## src/hw/frs_cfg.svh

```systemverilog
`ifndef FRS_CFG_SVH
`define FRS_CFG_SVH
// register byte addresses
`define FRS_ADDR_CTRL 8'h00
`define FRS_ADDR_CONFIG 8'h04
`define FRS_ADDR_SPECIFY 8'h08
`define FRS_ADDR_DATA 8'h0c
`define FRS_ADDR_ST1 8'h10
`define FRS_ADDR_ST2 8'h14
`define FRS_ADDR_ST3 8'h18
`define FRS_ADDR_STATE 8'h1c
// control and configuration register fields
`define FRS_CTRL_OUT_RST 0
`define FRS_CTRL_DSR_RST 1
`define FRS_CTRL_PWRDN 2
`define FRS_CFG_POLL_OFF 0
// reset values
`define FRS_SPECIFY_RST 8'h00
`define FRS_BYTE_ZERO 8'h00
`define FRS_WORD_ZERO 32'h0000_0000
// result status one fields
`define FRS_ST1_END 7
`define FRS_ST1_CRC 5
`define FRS_ST1_LATE 4
`define FRS_ST1_ABSENT 2
`define FRS_ST1_WRBLK 1
`define FRS_ST1_IDABS 0
// result status two fields
`define FRS_ST2_CM 6
`define FRS_ST2_DATACRC 5
`define FRS_ST2_TRKMIS 4
`define FRS_ST2_BADTRK 1
`define FRS_ST2_MARKMISS 0
// result status three fields
`define FRS_ST3_WP 6
`define FRS_ST3_ONE_HI 5
`define FRS_ST3_TRACK_ZERO_PIN 4
`define FRS_ST3_ONE_LO 3
`define FRS_ST3_HEAD 2
// constants
`define FRS_BAD_TRACK 8'hff
`define FRS_INDEX_LIMIT 2'd2
`define FRS_RESULT_LAST 2'd2
`define FRS_ONE2 2'd1
`endif

```

## src/hw/frs_pkg.sv

```systemverilog
package frs_pkg;
    typedef enum logic [3:0] {
        ST_RESET = 4'b0001,
        ST_IDLE = 4'b0010,
        ST_EXEC = 4'b0100,
        ST_RESULT = 4'b1000
    } frs_state_e;

    typedef enum logic [2:0] {
        CMD_READ = 3'h0,
        CMD_READ_DEL = 3'h1,
        CMD_WRITE = 3'h2,
        CMD_WRITE_DEL = 3'h3,
        CMD_FORMAT = 3'h4,
        CMD_READ_ID = 3'h5,
        CMD_READ_TRACK = 3'h6,
        CMD_OTHER = 3'h7
    } frs_cmd_e;

    typedef struct packed {
        logic trackEndPassed;
        logic terminalCount;
        logic idCrcFail;
        logic dataCrcFail;
        logic serviceLate;
        logic sectorAbsent;
        logic idUnreadable;
        logic sequenceWrong;
        logic deletedMarkSeen;
        logic normalMarkSeen;
        logic idMarkFound;
        logic dataMarkMissing;
        logic idFieldValid;
    } frs_event_s;

    typedef struct packed {
        logic [7:0] idTrack;
        logic [7:0] presentTrack;
        logic headSelect;
        logic [1:0] driveSelect;
        logic searchingId;
    } frs_track_s;
endpackage : frs_pkg

```

## src/hw/frs_top.sv

```systemverilog
// The placing of the registers and register access over APB were decided locally.
`timescale 1ns/10ps
`include "frs_cfg.svh"
// Summary of operation
// - end-of-track or missing count sets bit7
// - unused status bits read zero
// - drive status bits 5,3 always one
// - any crc failure sets bit5
// - late service sets overrun bit4
// - sector, id or sequence absent sets bit2
// - write protect during writes sets bit1
// - missing id or data mark sets bit0
// - wrong mark type sets control-mark bit6
// - data field crc failure sets bit5
// - track mismatch sets bit4
// - mismatch with all-ones track sets bit1
// - missing data mark sets bit0
// - drive status mirrors live drive pins
// - three reset sources plus power-on
// - any reset leaves power-down
// - pin reset aborts operations, stays in reset until host clears output bit
// - reset clears configuration, then waits
// - polling starts unless configuration disables it
// - pin reset keeps timing parameters
// - pin reset sets output bit; host clears
// - rate bit self-clears; output bit wins
// - status bytes read during result phase
module frs_top
    import frs_pkg::*;
(
    // clock and power-on reset
    input wire logic mclk,
    input wire logic rst,
    // apb slave
    input wire logic psel,
    input wire logic penable,
    input wire logic pwrite,
    input wire logic [7:0] paddr,
    input wire logic [31:0] pwdata,
    output logic [31:0] prdata,
    output logic pready,
    output logic pslverr,
    // controller core
    input wire logic cmdStart,
    input wire frs_cmd_e cmdKind,
    input wire logic cmdDone,
    input wire frs_event_s evt,
    input wire frs_track_s trk,
    // drive cable pins
    input wire logic writeProtectPin,
    input wire logic trackZeroPin,
    input wire logic rotationMarkerPin_n,
    input wire logic systemResetPin_n,
    // controller state
    output logic coreReset,
    output logic pollActive,
    output logic powerDown,
    output logic resultPhase
);
    frs_state_e state_reg, state_next;
    frs_cmd_e cmd_reg;
    logic [3:0] pinS1_reg, pinS2_reg, pinS3_reg, pinLvl_reg;
    logic outReset_reg, dsrReset_reg, powerDown_reg, pollOff_reg;
    logic [7:0] specify_reg;
    logic [7:0] st1_reg, st1_next, st2_reg, st2_next;
    logic countSeen_reg;
    logic [1:0] indexCnt_reg, indexCnt_next, resPtr_reg;
    logic [31:0] prdata_reg, prdata_next;
    logic pready_reg, pslverr_reg, pslverr_next;
    logic coreReset_reg, pollActive_reg, resultPhase_reg;

    // filtered pins: wp, track_zero_pin, index_n, sysreset_n
    wire logic wpLvl = pinLvl_reg[0];
    wire logic trk0Lvl = pinLvl_reg[1];
    wire logic idxLvl_n = pinLvl_reg[2];
    wire logic pinReset = ~pinLvl_reg[3];
    wire logic idxFall = pinLvl_reg[2] & ~pinS3_reg[2] & ~pinS2_reg[2];

    // apb decode
    wire logic setup = psel & ~penable;
    wire logic wrEn = psel & penable & pready_reg & pwrite;
    wire logic rdEn = psel & penable & pready_reg & ~pwrite;
    wire logic hitCtrl = paddr == `FRS_ADDR_CTRL;
    wire logic hitCfg = paddr == `FRS_ADDR_CONFIG;
    wire logic hitSpec = paddr == `FRS_ADDR_SPECIFY;
    wire logic hitData = paddr == `FRS_ADDR_DATA;
    wire logic hitSt1 = paddr == `FRS_ADDR_ST1;
    wire logic hitSt2 = paddr == `FRS_ADDR_ST2;
    wire logic hitSt3 = paddr == `FRS_ADDR_ST3;
    wire logic hitState = paddr == `FRS_ADDR_STATE;
    wire logic addrHit = hitCtrl | hitCfg | hitSpec | hitData | hitSt1
        | hitSt2 | hitSt3 | hitState;

    // reset sources
    wire logic anyReset = pinReset | outReset_reg | dsrReset_reg;
    wire logic inExec = state_reg == ST_EXEC;
    wire logic inResult = state_reg == ST_RESULT;
    wire logic clearStatus = (state_reg == ST_IDLE) & cmdStart;

    // command classes
    wire logic isRdWrData = (cmd_reg == CMD_READ) | (cmd_reg == CMD_WRITE);
    wire logic isReadData = (cmd_reg == CMD_READ)
        | (cmd_reg == CMD_READ_DEL);
    wire logic isWriteCmd = (cmd_reg == CMD_WRITE)
        | (cmd_reg == CMD_WRITE_DEL) | (cmd_reg == CMD_FORMAT);

    // event decode, counted only while executing
    wire logic trackDiff = evt.idFieldValid
        & (trk.idTrack != trk.presentTrack);
    wire logic missEnd = cmdDone & isRdWrData & ~countSeen_reg
        & ~evt.terminalCount;
    wire logic idMissing = trk.searchingId & idxFall & ~evt.idMarkFound
        & (indexCnt_reg == `FRS_INDEX_LIMIT - `FRS_ONE2);
    wire logic [7:0] set1 = {8{inExec}} & {
        evt.trackEndPassed | missEnd,
        1'b0,
        evt.idCrcFail | evt.dataCrcFail,
        evt.serviceLate,
        1'b0,
        (isReadData & evt.sectorAbsent)
            | ((cmd_reg == CMD_READ_ID) & evt.idUnreadable)
            | ((cmd_reg == CMD_READ_TRACK) & evt.sequenceWrong),
        isWriteCmd & wpLvl,
        idMissing | evt.dataMarkMissing
    };
    wire logic [7:0] set2 = {8{inExec}} & {
        1'b0,
        ((cmd_reg == CMD_READ) & evt.deletedMarkSeen)
            | ((cmd_reg == CMD_READ_DEL) & evt.normalMarkSeen),
        evt.dataCrcFail,
        trackDiff,
        2'b00,
        trackDiff & (trk.idTrack == `FRS_BAD_TRACK),
        evt.dataMarkMissing
    };

    // live drive status
    wire logic [7:0] st3 = {1'b0, wpLvl, 1'b1, trk0Lvl, 1'b1,
        trk.headSelect, trk.driveSelect};

    // result byte selection
    wire logic [7:0] resByte = (resPtr_reg == 2'd0) ? st1_reg
        : (resPtr_reg == 2'd1) ? st2_reg : st3;
    wire logic [7:0] stateByte = {2'b00, resultPhase_reg,
        pollActive_reg, state_reg};

    // status next values, set wins over clear
    assign st1_next = (clearStatus ? `FRS_BYTE_ZERO : st1_reg) | set1;
    assign st2_next = (clearStatus ? `FRS_BYTE_ZERO : st2_reg) | set2;

    // index pulse counter while hunting an id mark
    assign indexCnt_next = (~inExec | ~trk.searchingId | evt.idMarkFound
        | idMissing) ? 2'd0 : indexCnt_reg + {1'b0, idxFall};

    // read data mux
    assign prdata_next = ~setup | pwrite ? `FRS_WORD_ZERO
        : hitCtrl ? {29'h0, powerDown_reg, dsrReset_reg, outReset_reg}
        : hitCfg ? {31'h0, pollOff_reg}
        : hitSpec ? {24'h0, specify_reg}
        : hitData ? {24'h0, inResult ? resByte : `FRS_BYTE_ZERO}
        : hitSt1 ? {24'h0, st1_reg}
        : hitSt2 ? {24'h0, st2_reg}
        : hitSt3 ? {24'h0, st3}
        : hitState ? {24'h0, stateByte}
        : `FRS_WORD_ZERO;
    assign pslverr_next = setup & ~addrHit;

    // controller state machine
    always_comb begin
        state_next = state_reg;
        unique case (state_reg)
            ST_RESET: begin
                if (!anyReset) begin
                    state_next = ST_IDLE;
                end
            end
            ST_IDLE: begin
                if (cmdStart) begin
                    state_next = ST_EXEC;
                end
            end
            ST_EXEC: begin
                if (cmdDone) begin
                    state_next = ST_RESULT;
                end
            end
            ST_RESULT: begin
                if (rdEn && hitData && resPtr_reg == `FRS_RESULT_LAST) begin
                    state_next = ST_IDLE;
                end
            end
            default: begin
                state_next = ST_RESET;
            end
        endcase
        if (anyReset) begin
            state_next = ST_RESET;
        end
    end

    // pin synchronisers
    always_ff @(posedge mclk or posedge rst) begin
        if (rst) begin
            pinS1_reg <= 4'hc;
            pinS2_reg <= 4'hc;
            pinS3_reg <= 4'hc;
            pinLvl_reg <= 4'hc;
        end else begin
            pinS1_reg <= {systemResetPin_n, rotationMarkerPin_n,
                trackZeroPin, writeProtectPin};
            pinS2_reg <= pinS1_reg;
            pinS3_reg <= pinS2_reg;
            for (int i = 0; i < 4; i++) begin
                if (pinS2_reg[i] == pinS3_reg[i]) begin
                    pinLvl_reg[i] <= pinS3_reg[i];
                end
            end
        end
    end

    // control registers
    always_ff @(posedge mclk or posedge rst) begin
        if (rst) begin
            outReset_reg <= 1'b1;
            dsrReset_reg <= 1'b0;
            powerDown_reg <= 1'b0;
            pollOff_reg <= 1'b0;
            specify_reg <= `FRS_SPECIFY_RST;
        end else begin
            if (wrEn && hitCtrl) begin
                outReset_reg <= pwdata[`FRS_CTRL_OUT_RST];
                dsrReset_reg <= pwdata[`FRS_CTRL_DSR_RST];
                powerDown_reg <= pwdata[`FRS_CTRL_PWRDN];
            end
            if (wrEn && hitCfg) begin
                pollOff_reg <= pwdata[`FRS_CFG_POLL_OFF];
            end
            if (wrEn && hitSpec) begin
                specify_reg <= pwdata[7:0];
            end
            if (state_reg == ST_RESET) begin
                dsrReset_reg <= 1'b0;
                pollOff_reg <= 1'b0;
            end
            if (anyReset) begin
                powerDown_reg <= 1'b0;
            end
            if (pinReset) begin
                outReset_reg <= 1'b1;
            end
        end
    end

    // status and command tracking
    always_ff @(posedge mclk or posedge rst) begin
        if (rst) begin
            st1_reg <= `FRS_BYTE_ZERO;
            st2_reg <= `FRS_BYTE_ZERO;
            cmd_reg <= CMD_OTHER;
            countSeen_reg <= 1'b0;
            indexCnt_reg <= 2'd0;
            resPtr_reg <= 2'd0;
        end else if (state_reg == ST_RESET) begin
            st1_reg <= `FRS_BYTE_ZERO;
            st2_reg <= `FRS_BYTE_ZERO;
            cmd_reg <= CMD_OTHER;
            countSeen_reg <= 1'b0;
            indexCnt_reg <= 2'd0;
            resPtr_reg <= 2'd0;
        end else begin
            st1_reg <= st1_next;
            st2_reg <= st2_next;
            indexCnt_reg <= indexCnt_next;
            if (clearStatus) begin
                cmd_reg <= cmdKind;
                countSeen_reg <= 1'b0;
                resPtr_reg <= 2'd0;
            end else if (inExec && evt.terminalCount) begin
                countSeen_reg <= 1'b1;
            end
            if (inResult && rdEn && hitData) begin
                resPtr_reg <= resPtr_reg + `FRS_ONE2;
            end
        end
    end

    // state and bus outputs
    always_ff @(posedge mclk or posedge rst) begin
        if (rst) begin
            state_reg <= ST_RESET;
            prdata_reg <= `FRS_WORD_ZERO;
            pready_reg <= 1'b0;
            pslverr_reg <= 1'b0;
            coreReset_reg <= 1'b1;
            pollActive_reg <= 1'b0;
            resultPhase_reg <= 1'b0;
        end else begin
            state_reg <= state_next;
            prdata_reg <= prdata_next;
            pready_reg <= setup;
            pslverr_reg <= pslverr_next;
            coreReset_reg <= state_next == ST_RESET;
            pollActive_reg <= (state_next == ST_IDLE) & ~pollOff_reg
                & ~(wrEn & hitCfg & pwdata[`FRS_CFG_POLL_OFF]);
            resultPhase_reg <= state_next == ST_RESULT;
        end
    end

    assign prdata = prdata_reg;
    assign pready = pready_reg;
    assign pslverr = pslverr_reg;
    assign coreReset = coreReset_reg;
    assign pollActive = pollActive_reg;
    assign powerDown = powerDown_reg;
    assign resultPhase = resultPhase_reg;
endmodule : frs_top

```

## config.mk

```make
export PLATFORM = sky130hd
export DESIGN_NAME = frs_top
export DESIGN_NICKNAME = d
export VERILOG_FILES = /design/src/hw/frs_pkg.sv /design/src/hw/frs_top.sv
export VERILOG_INCLUDE_DIRS = /design/src /design/src/hw
export SDC_FILE = /design/constraint.sdc
export NUM_CORES = 1
export LEC_CHECK = 0
export ABC_AREA = 0
export BUFFER_PORTS_ARGS = -buffer_cell sky130_fd_sc_hd__buf_2
export CAP_MARGIN = 5
export CORE_MARGIN = 2
export CORE_UTILIZATION = 35
export CTS_CLUSTER_SIZE = 20
export DETAILED_ROUTE_END_ITERATION = 7
export PLACE_DENSITY = 0.67
export SKIP_LAST_GASP = 1
export SYNTH_ARGS = -nofsm -noshare
export SYNTH_HDL_FRONTEND = slang
export SYNTH_SLANG_ARGS = --single-unit
```

## constraint.sdc

```tcl
create_clock -name mclk -period 3.4 [get_ports mclk]
set_input_delay 0.34 -clock mclk [delete_from_list [all_inputs] [get_ports mclk]]
set_output_delay 0.34 -clock mclk [all_outputs]
set_load 0.05 [all_outputs]
```

==> out/results.txt <==
The number of sinks handled by clock tree synthesis is 64. The number of max-capacitance violations reported was 0. Kind of end point of the critical path: a register. Detailed routing inserted a total of 2717 vias. The number of ports placed on the die boundary was 125; the adder and majority cell fraction of the synthesized area was 2.62%. The type of the tightest min-delay check was in2reg. The post-synthesis register bit count is 64. Dividing the detail-routed wire length by the instance count gives 15.3 um. Last element of the critical path: prdata[0]$_DFF_PP0_. The area inside the core boundary came out at 0.00968 mm2. After synthesis, the netlist uses 65 different library cells.

Hold is met by 0.100 ns. The tools report the number of instances in the synthesized netlist as 326. The detailed-route vias per instance came out at 5.10.

After detailed routing, the total wire length is 8.17 mm. The number of levels in the clock H-tree came out at 3. dfrtp_1 takes more of the synthesized area than any other cell.

For flop-to-flop paths, the worst setup slack is 1.12 ns. For the number of buffers created by CTS, the log shows 9. The height of the die is 103 um. The congestion estimate from routability-driven global placement came to 0.856.

After layout, the worst path uses 67.1% of the clock period. The critical path starts at resPtr_reg[1]$_DFFE_PP0P_. Measured against the total synthesized area, the mux share comes to 7.45%.

Of the synthesized area, sequential elements account for 47.0%. IR analysis of the VDD net gives a maximum drop of 0.000201 V. Setup violations remaining at the end of the flow were counted as 0.

The tools report the overall track demand over capacity in global routing as 16.1%. Setup repair after global routing left no endpoint under its margin. During placement, the flow inserted port buffers numbering 76.

Entering global routing, the biggest net connects 48 pins. At the end of the flow the core is filled with cells to 41.9%. For the met3 routed wirelength, the log shows 542 um.

Gates resized during post-CTS repair numbered 0. In this design, the stage delay of the slowest critical-path cell is 0.45 ns. In this run the remaining antenna-violating nets after routing total 0. The signal on the critical path passes through inv_1 -> ha_1 -> mux2_4 -> o21a_1 -> mux4_2 -> o311a_1. Sum of met2 wire segment lengths after detailed routing: 4.01 mm. Among all flip-flop cells after synthesis, the most frequent one is dfrtp_1.

Cell count of the worst reg-to-reg path: 6. Largest family of logic cells by synthesized area: simple AND/OR/NAND/NOR gates. Placed wire-length estimate: 6.15 mm. The count of flip-flops with a built-in enable after synthesis was 0. A synthesized cell averages 10.6 um2. The final critical-path required period is 2.28 ns.

In this run the clock root is driven by a clkbuf_8. For this run, the top clock speed supported by timing is 438 MHz. In this run the critical register-to-register path is launched from resPtr_reg[1]$_DFFE_PP0P_. STA puts the critical path data required time at 3.62 ns. The post-synthesis instance area is 0.00344 mm2. By instance count, the leading cell after synthesis is dfrtp_1. Compared with the post-synthesis result, the final layout area differs by 17.8%. After floorplanning, the core was divided into 36 placement rows. The initial DRC count was 73. In the synthesized netlist the async set-or-reset flop fraction comes to 100%. Of all nets on the critical path, the largest fanout is 6. The worst setup path is launched from a register. Number of max-slew violations in the final report: 0. The first global-routing pass estimated 13.1 mm of wire. The compound-gate portion of the synthesized area is 15.5%, and the total of hold buffers inserted after clock tree synthesis is 0. The logs give 35.6% for the initial core utilization and 2669 for the number of global-route vias before repair.

After routing, the total negative slack on setup checks comes to 0 ns. The run gives 959 as the number of fill cells. The detailed router used layers up to and including met4. For the remaining max-slew budget at the tightest pin, the log shows 25.5%. The total congestion overflow after global routing came out at 0. Among cell families on the critical path, the largest total delay comes from multiplexers. The die covers 0.0107 mm2.

The clock latency reported for the late side of the worst-skew pair came out at 0.33 ns. Cells with a size suffix above 1 make up 30.5% of the layout. The arrival time reported for the critical path endpoint is 2.50 ns. The synthesized-area fraction occupied by xor and xnor cells was 2.54%.

For this block, wires on met1 add up to 3.55 mm. The run gives 0 as the number of antenna violations at the first check in global routing. The highest-delay cell along the critical path is mux4_2. In the post-synthesis netlist, the biggest area contributors are dfrtp_1 (36%), dfstp_2 (11%), buf_4 (5.4%). The count of buffering cells on the critical path with inverters included is 1, and the count of antenna diodes in the layout is 0.

In this run the critical register-to-register path is captured at prdata[0]$_DFF_PP0_. TritonCTS built the clock tree. The total of warnings raised by yosys is 0. The tools report the remaining design rule violation count as 0.

The worst setup skew after layout is 0.00369 ns, and the transition time at the pin with the least slew margin is 1.11 ns. Number of detailed-routing iterations run before antenna repair: 4. The run finished with clean final reports.

In this run the post-CTS setup repair buffer count came out at 0. The number of failing hold endpoints at the final stage is 0. After clock tree synthesis, the clock-pin slew on the worst setup and hold paths is 0.07 ns.

After synthesis, the most frequently instantiated cells are dfrtp_1 (50), buf_4 (25), nand2_1 (24), a21oi_1 (16), o21ai_0 (16). The synthesized netlist devotes 16.0% of its cell area to simple gates. The final layout contains 486 nets. Power spread over the standard cell area amounts to 425 mW/mm2. Summed over all cells, the static leakage comes to 1.88 nW. The instance count on the critical path was 6. The critical path is of the reg2reg type. The share of synthesized area in the top cell type comes to 36.3%. Counting along the longest clock path gives a buffer depth of 2. The chip width came out at 103 um.
layout by cell type, fill, tap and decap left out, drive strengths merged, types with 6 or more instances in the layout:
| cell | synthesis | final |
|---|---|---|
| clkbuf | 8 | 14 |
| nor2 | 12 | 12 |
| inv | 6 | 6 |
| conb | 1 | 24 |
| nand2 | 25 | 25 |
| xor2 | 8 | 8 |
| buf | 35 | 78 |
| nand4 | 6 | 6 |
| o21ai | 19 | 19 |
| a21oi | 16 | 16 |
| nor2b | 6 | 6 |
| nand3 | 12 | 12 |
| dfrtp | 50 | 50 |
| mux2 | 14 | 14 |
| dfstp | 14 | 14 |
| o21a | 6 | 6 |
worst reg2reg max path, delay by kind of cell, from the launching register on:
family / cells / cell delay (ns)
fa+ha+maj: 1 / 0.39
buf+inv: 1 / 0.10
mux: 2 / 0.79
compound gates: 2 / 0.47
flops: 1 / 0.42
metal layers:
| metal | vias to the layer above | GRT usage (%) |
|---|---|---|
| li1 | 1276 | - |
| met1 | 1316 | 20.5 |
| met5 | - | 0 |
| met2 | 119 | 27.2 |
| met3 | 6 | 3.97 |
| met4 | 0 | 4.86 |
worst min-delay path by stage:
stage	from	endpoint	slack, ns	depth (start not counted)
after global routing	systemResetPin_n	pinS1_reg[3]$_DFF_PP1_	0.08	1
after CTS	systemResetPin_n	pinS1_reg[3]$_DFF_PP1_	0.08	1
after floorplan	pinS1_reg[0]$_DFF_PP0_	pinS2_reg[0]$_DFF_PP0_	0.33	0
after global placement	pinS1_reg[0]$_DFF_PP0_	pinS2_reg[0]$_DFF_PP0_	0.33	0
after detailed placement	pinS1_reg[0]$_DFF_PP0_	pinS2_reg[0]$_DFF_PP0_	0.33	0
final	systemResetPin_n	pinS1_reg[3]$_DFF_PP1_	0.10	1
cell type report:
| cell class | count | area [um2] | area share (%) |
|---|---|---|---|
| Clock buffer | 14 | 173 | 4.26 |
| Timing Repair Buffer | 78 | 395 | 9.74 |
| Clock inverter | 2 | 60.1 | 1.48 |
| Inverter | 7 | 26.3 | 0.648 |
| Multi-Input combinational cell | 235 | 1620 | 39.9 |
| Sequential cell | 64 | 1620 | 39.9 |
| Tap cell | 133 | 166 | 4.10 |
metrics by stage:
stage / instance area, um2 / worst slack (ns) / power (mW) / instances
floorplan: 3530 / 1.40 / 0.948 / 349
global placement: 3820 / 1.23 / 0.983 / 517
detailed placement: 3820 / 1.18 / 0.987 / 517
CTS: 4060 / 1.13 / 1.75 / 533
global route: 4060 / 1.06 / 1.80 / 533
finish: 4060 / 1.12 / 1.73 / 533
kinds of logic after synthesis:
group | Yosys count
adders and majority gates | 8
DFF | 64
muxes | 21
buffers and inverters | 50
AOI/OAI and AO/OA | 76
xor gates and xnor gates | 10
and+or+nand+nor | 96
other | 1
report_power, final:
part           internal (mW)  switching [mW]
Clock                  0.474           0.278
Combinational         0.0534           0.131
Sequential             0.780         0.00843
No activity file was read; power rests on OpenSTA's default activity.
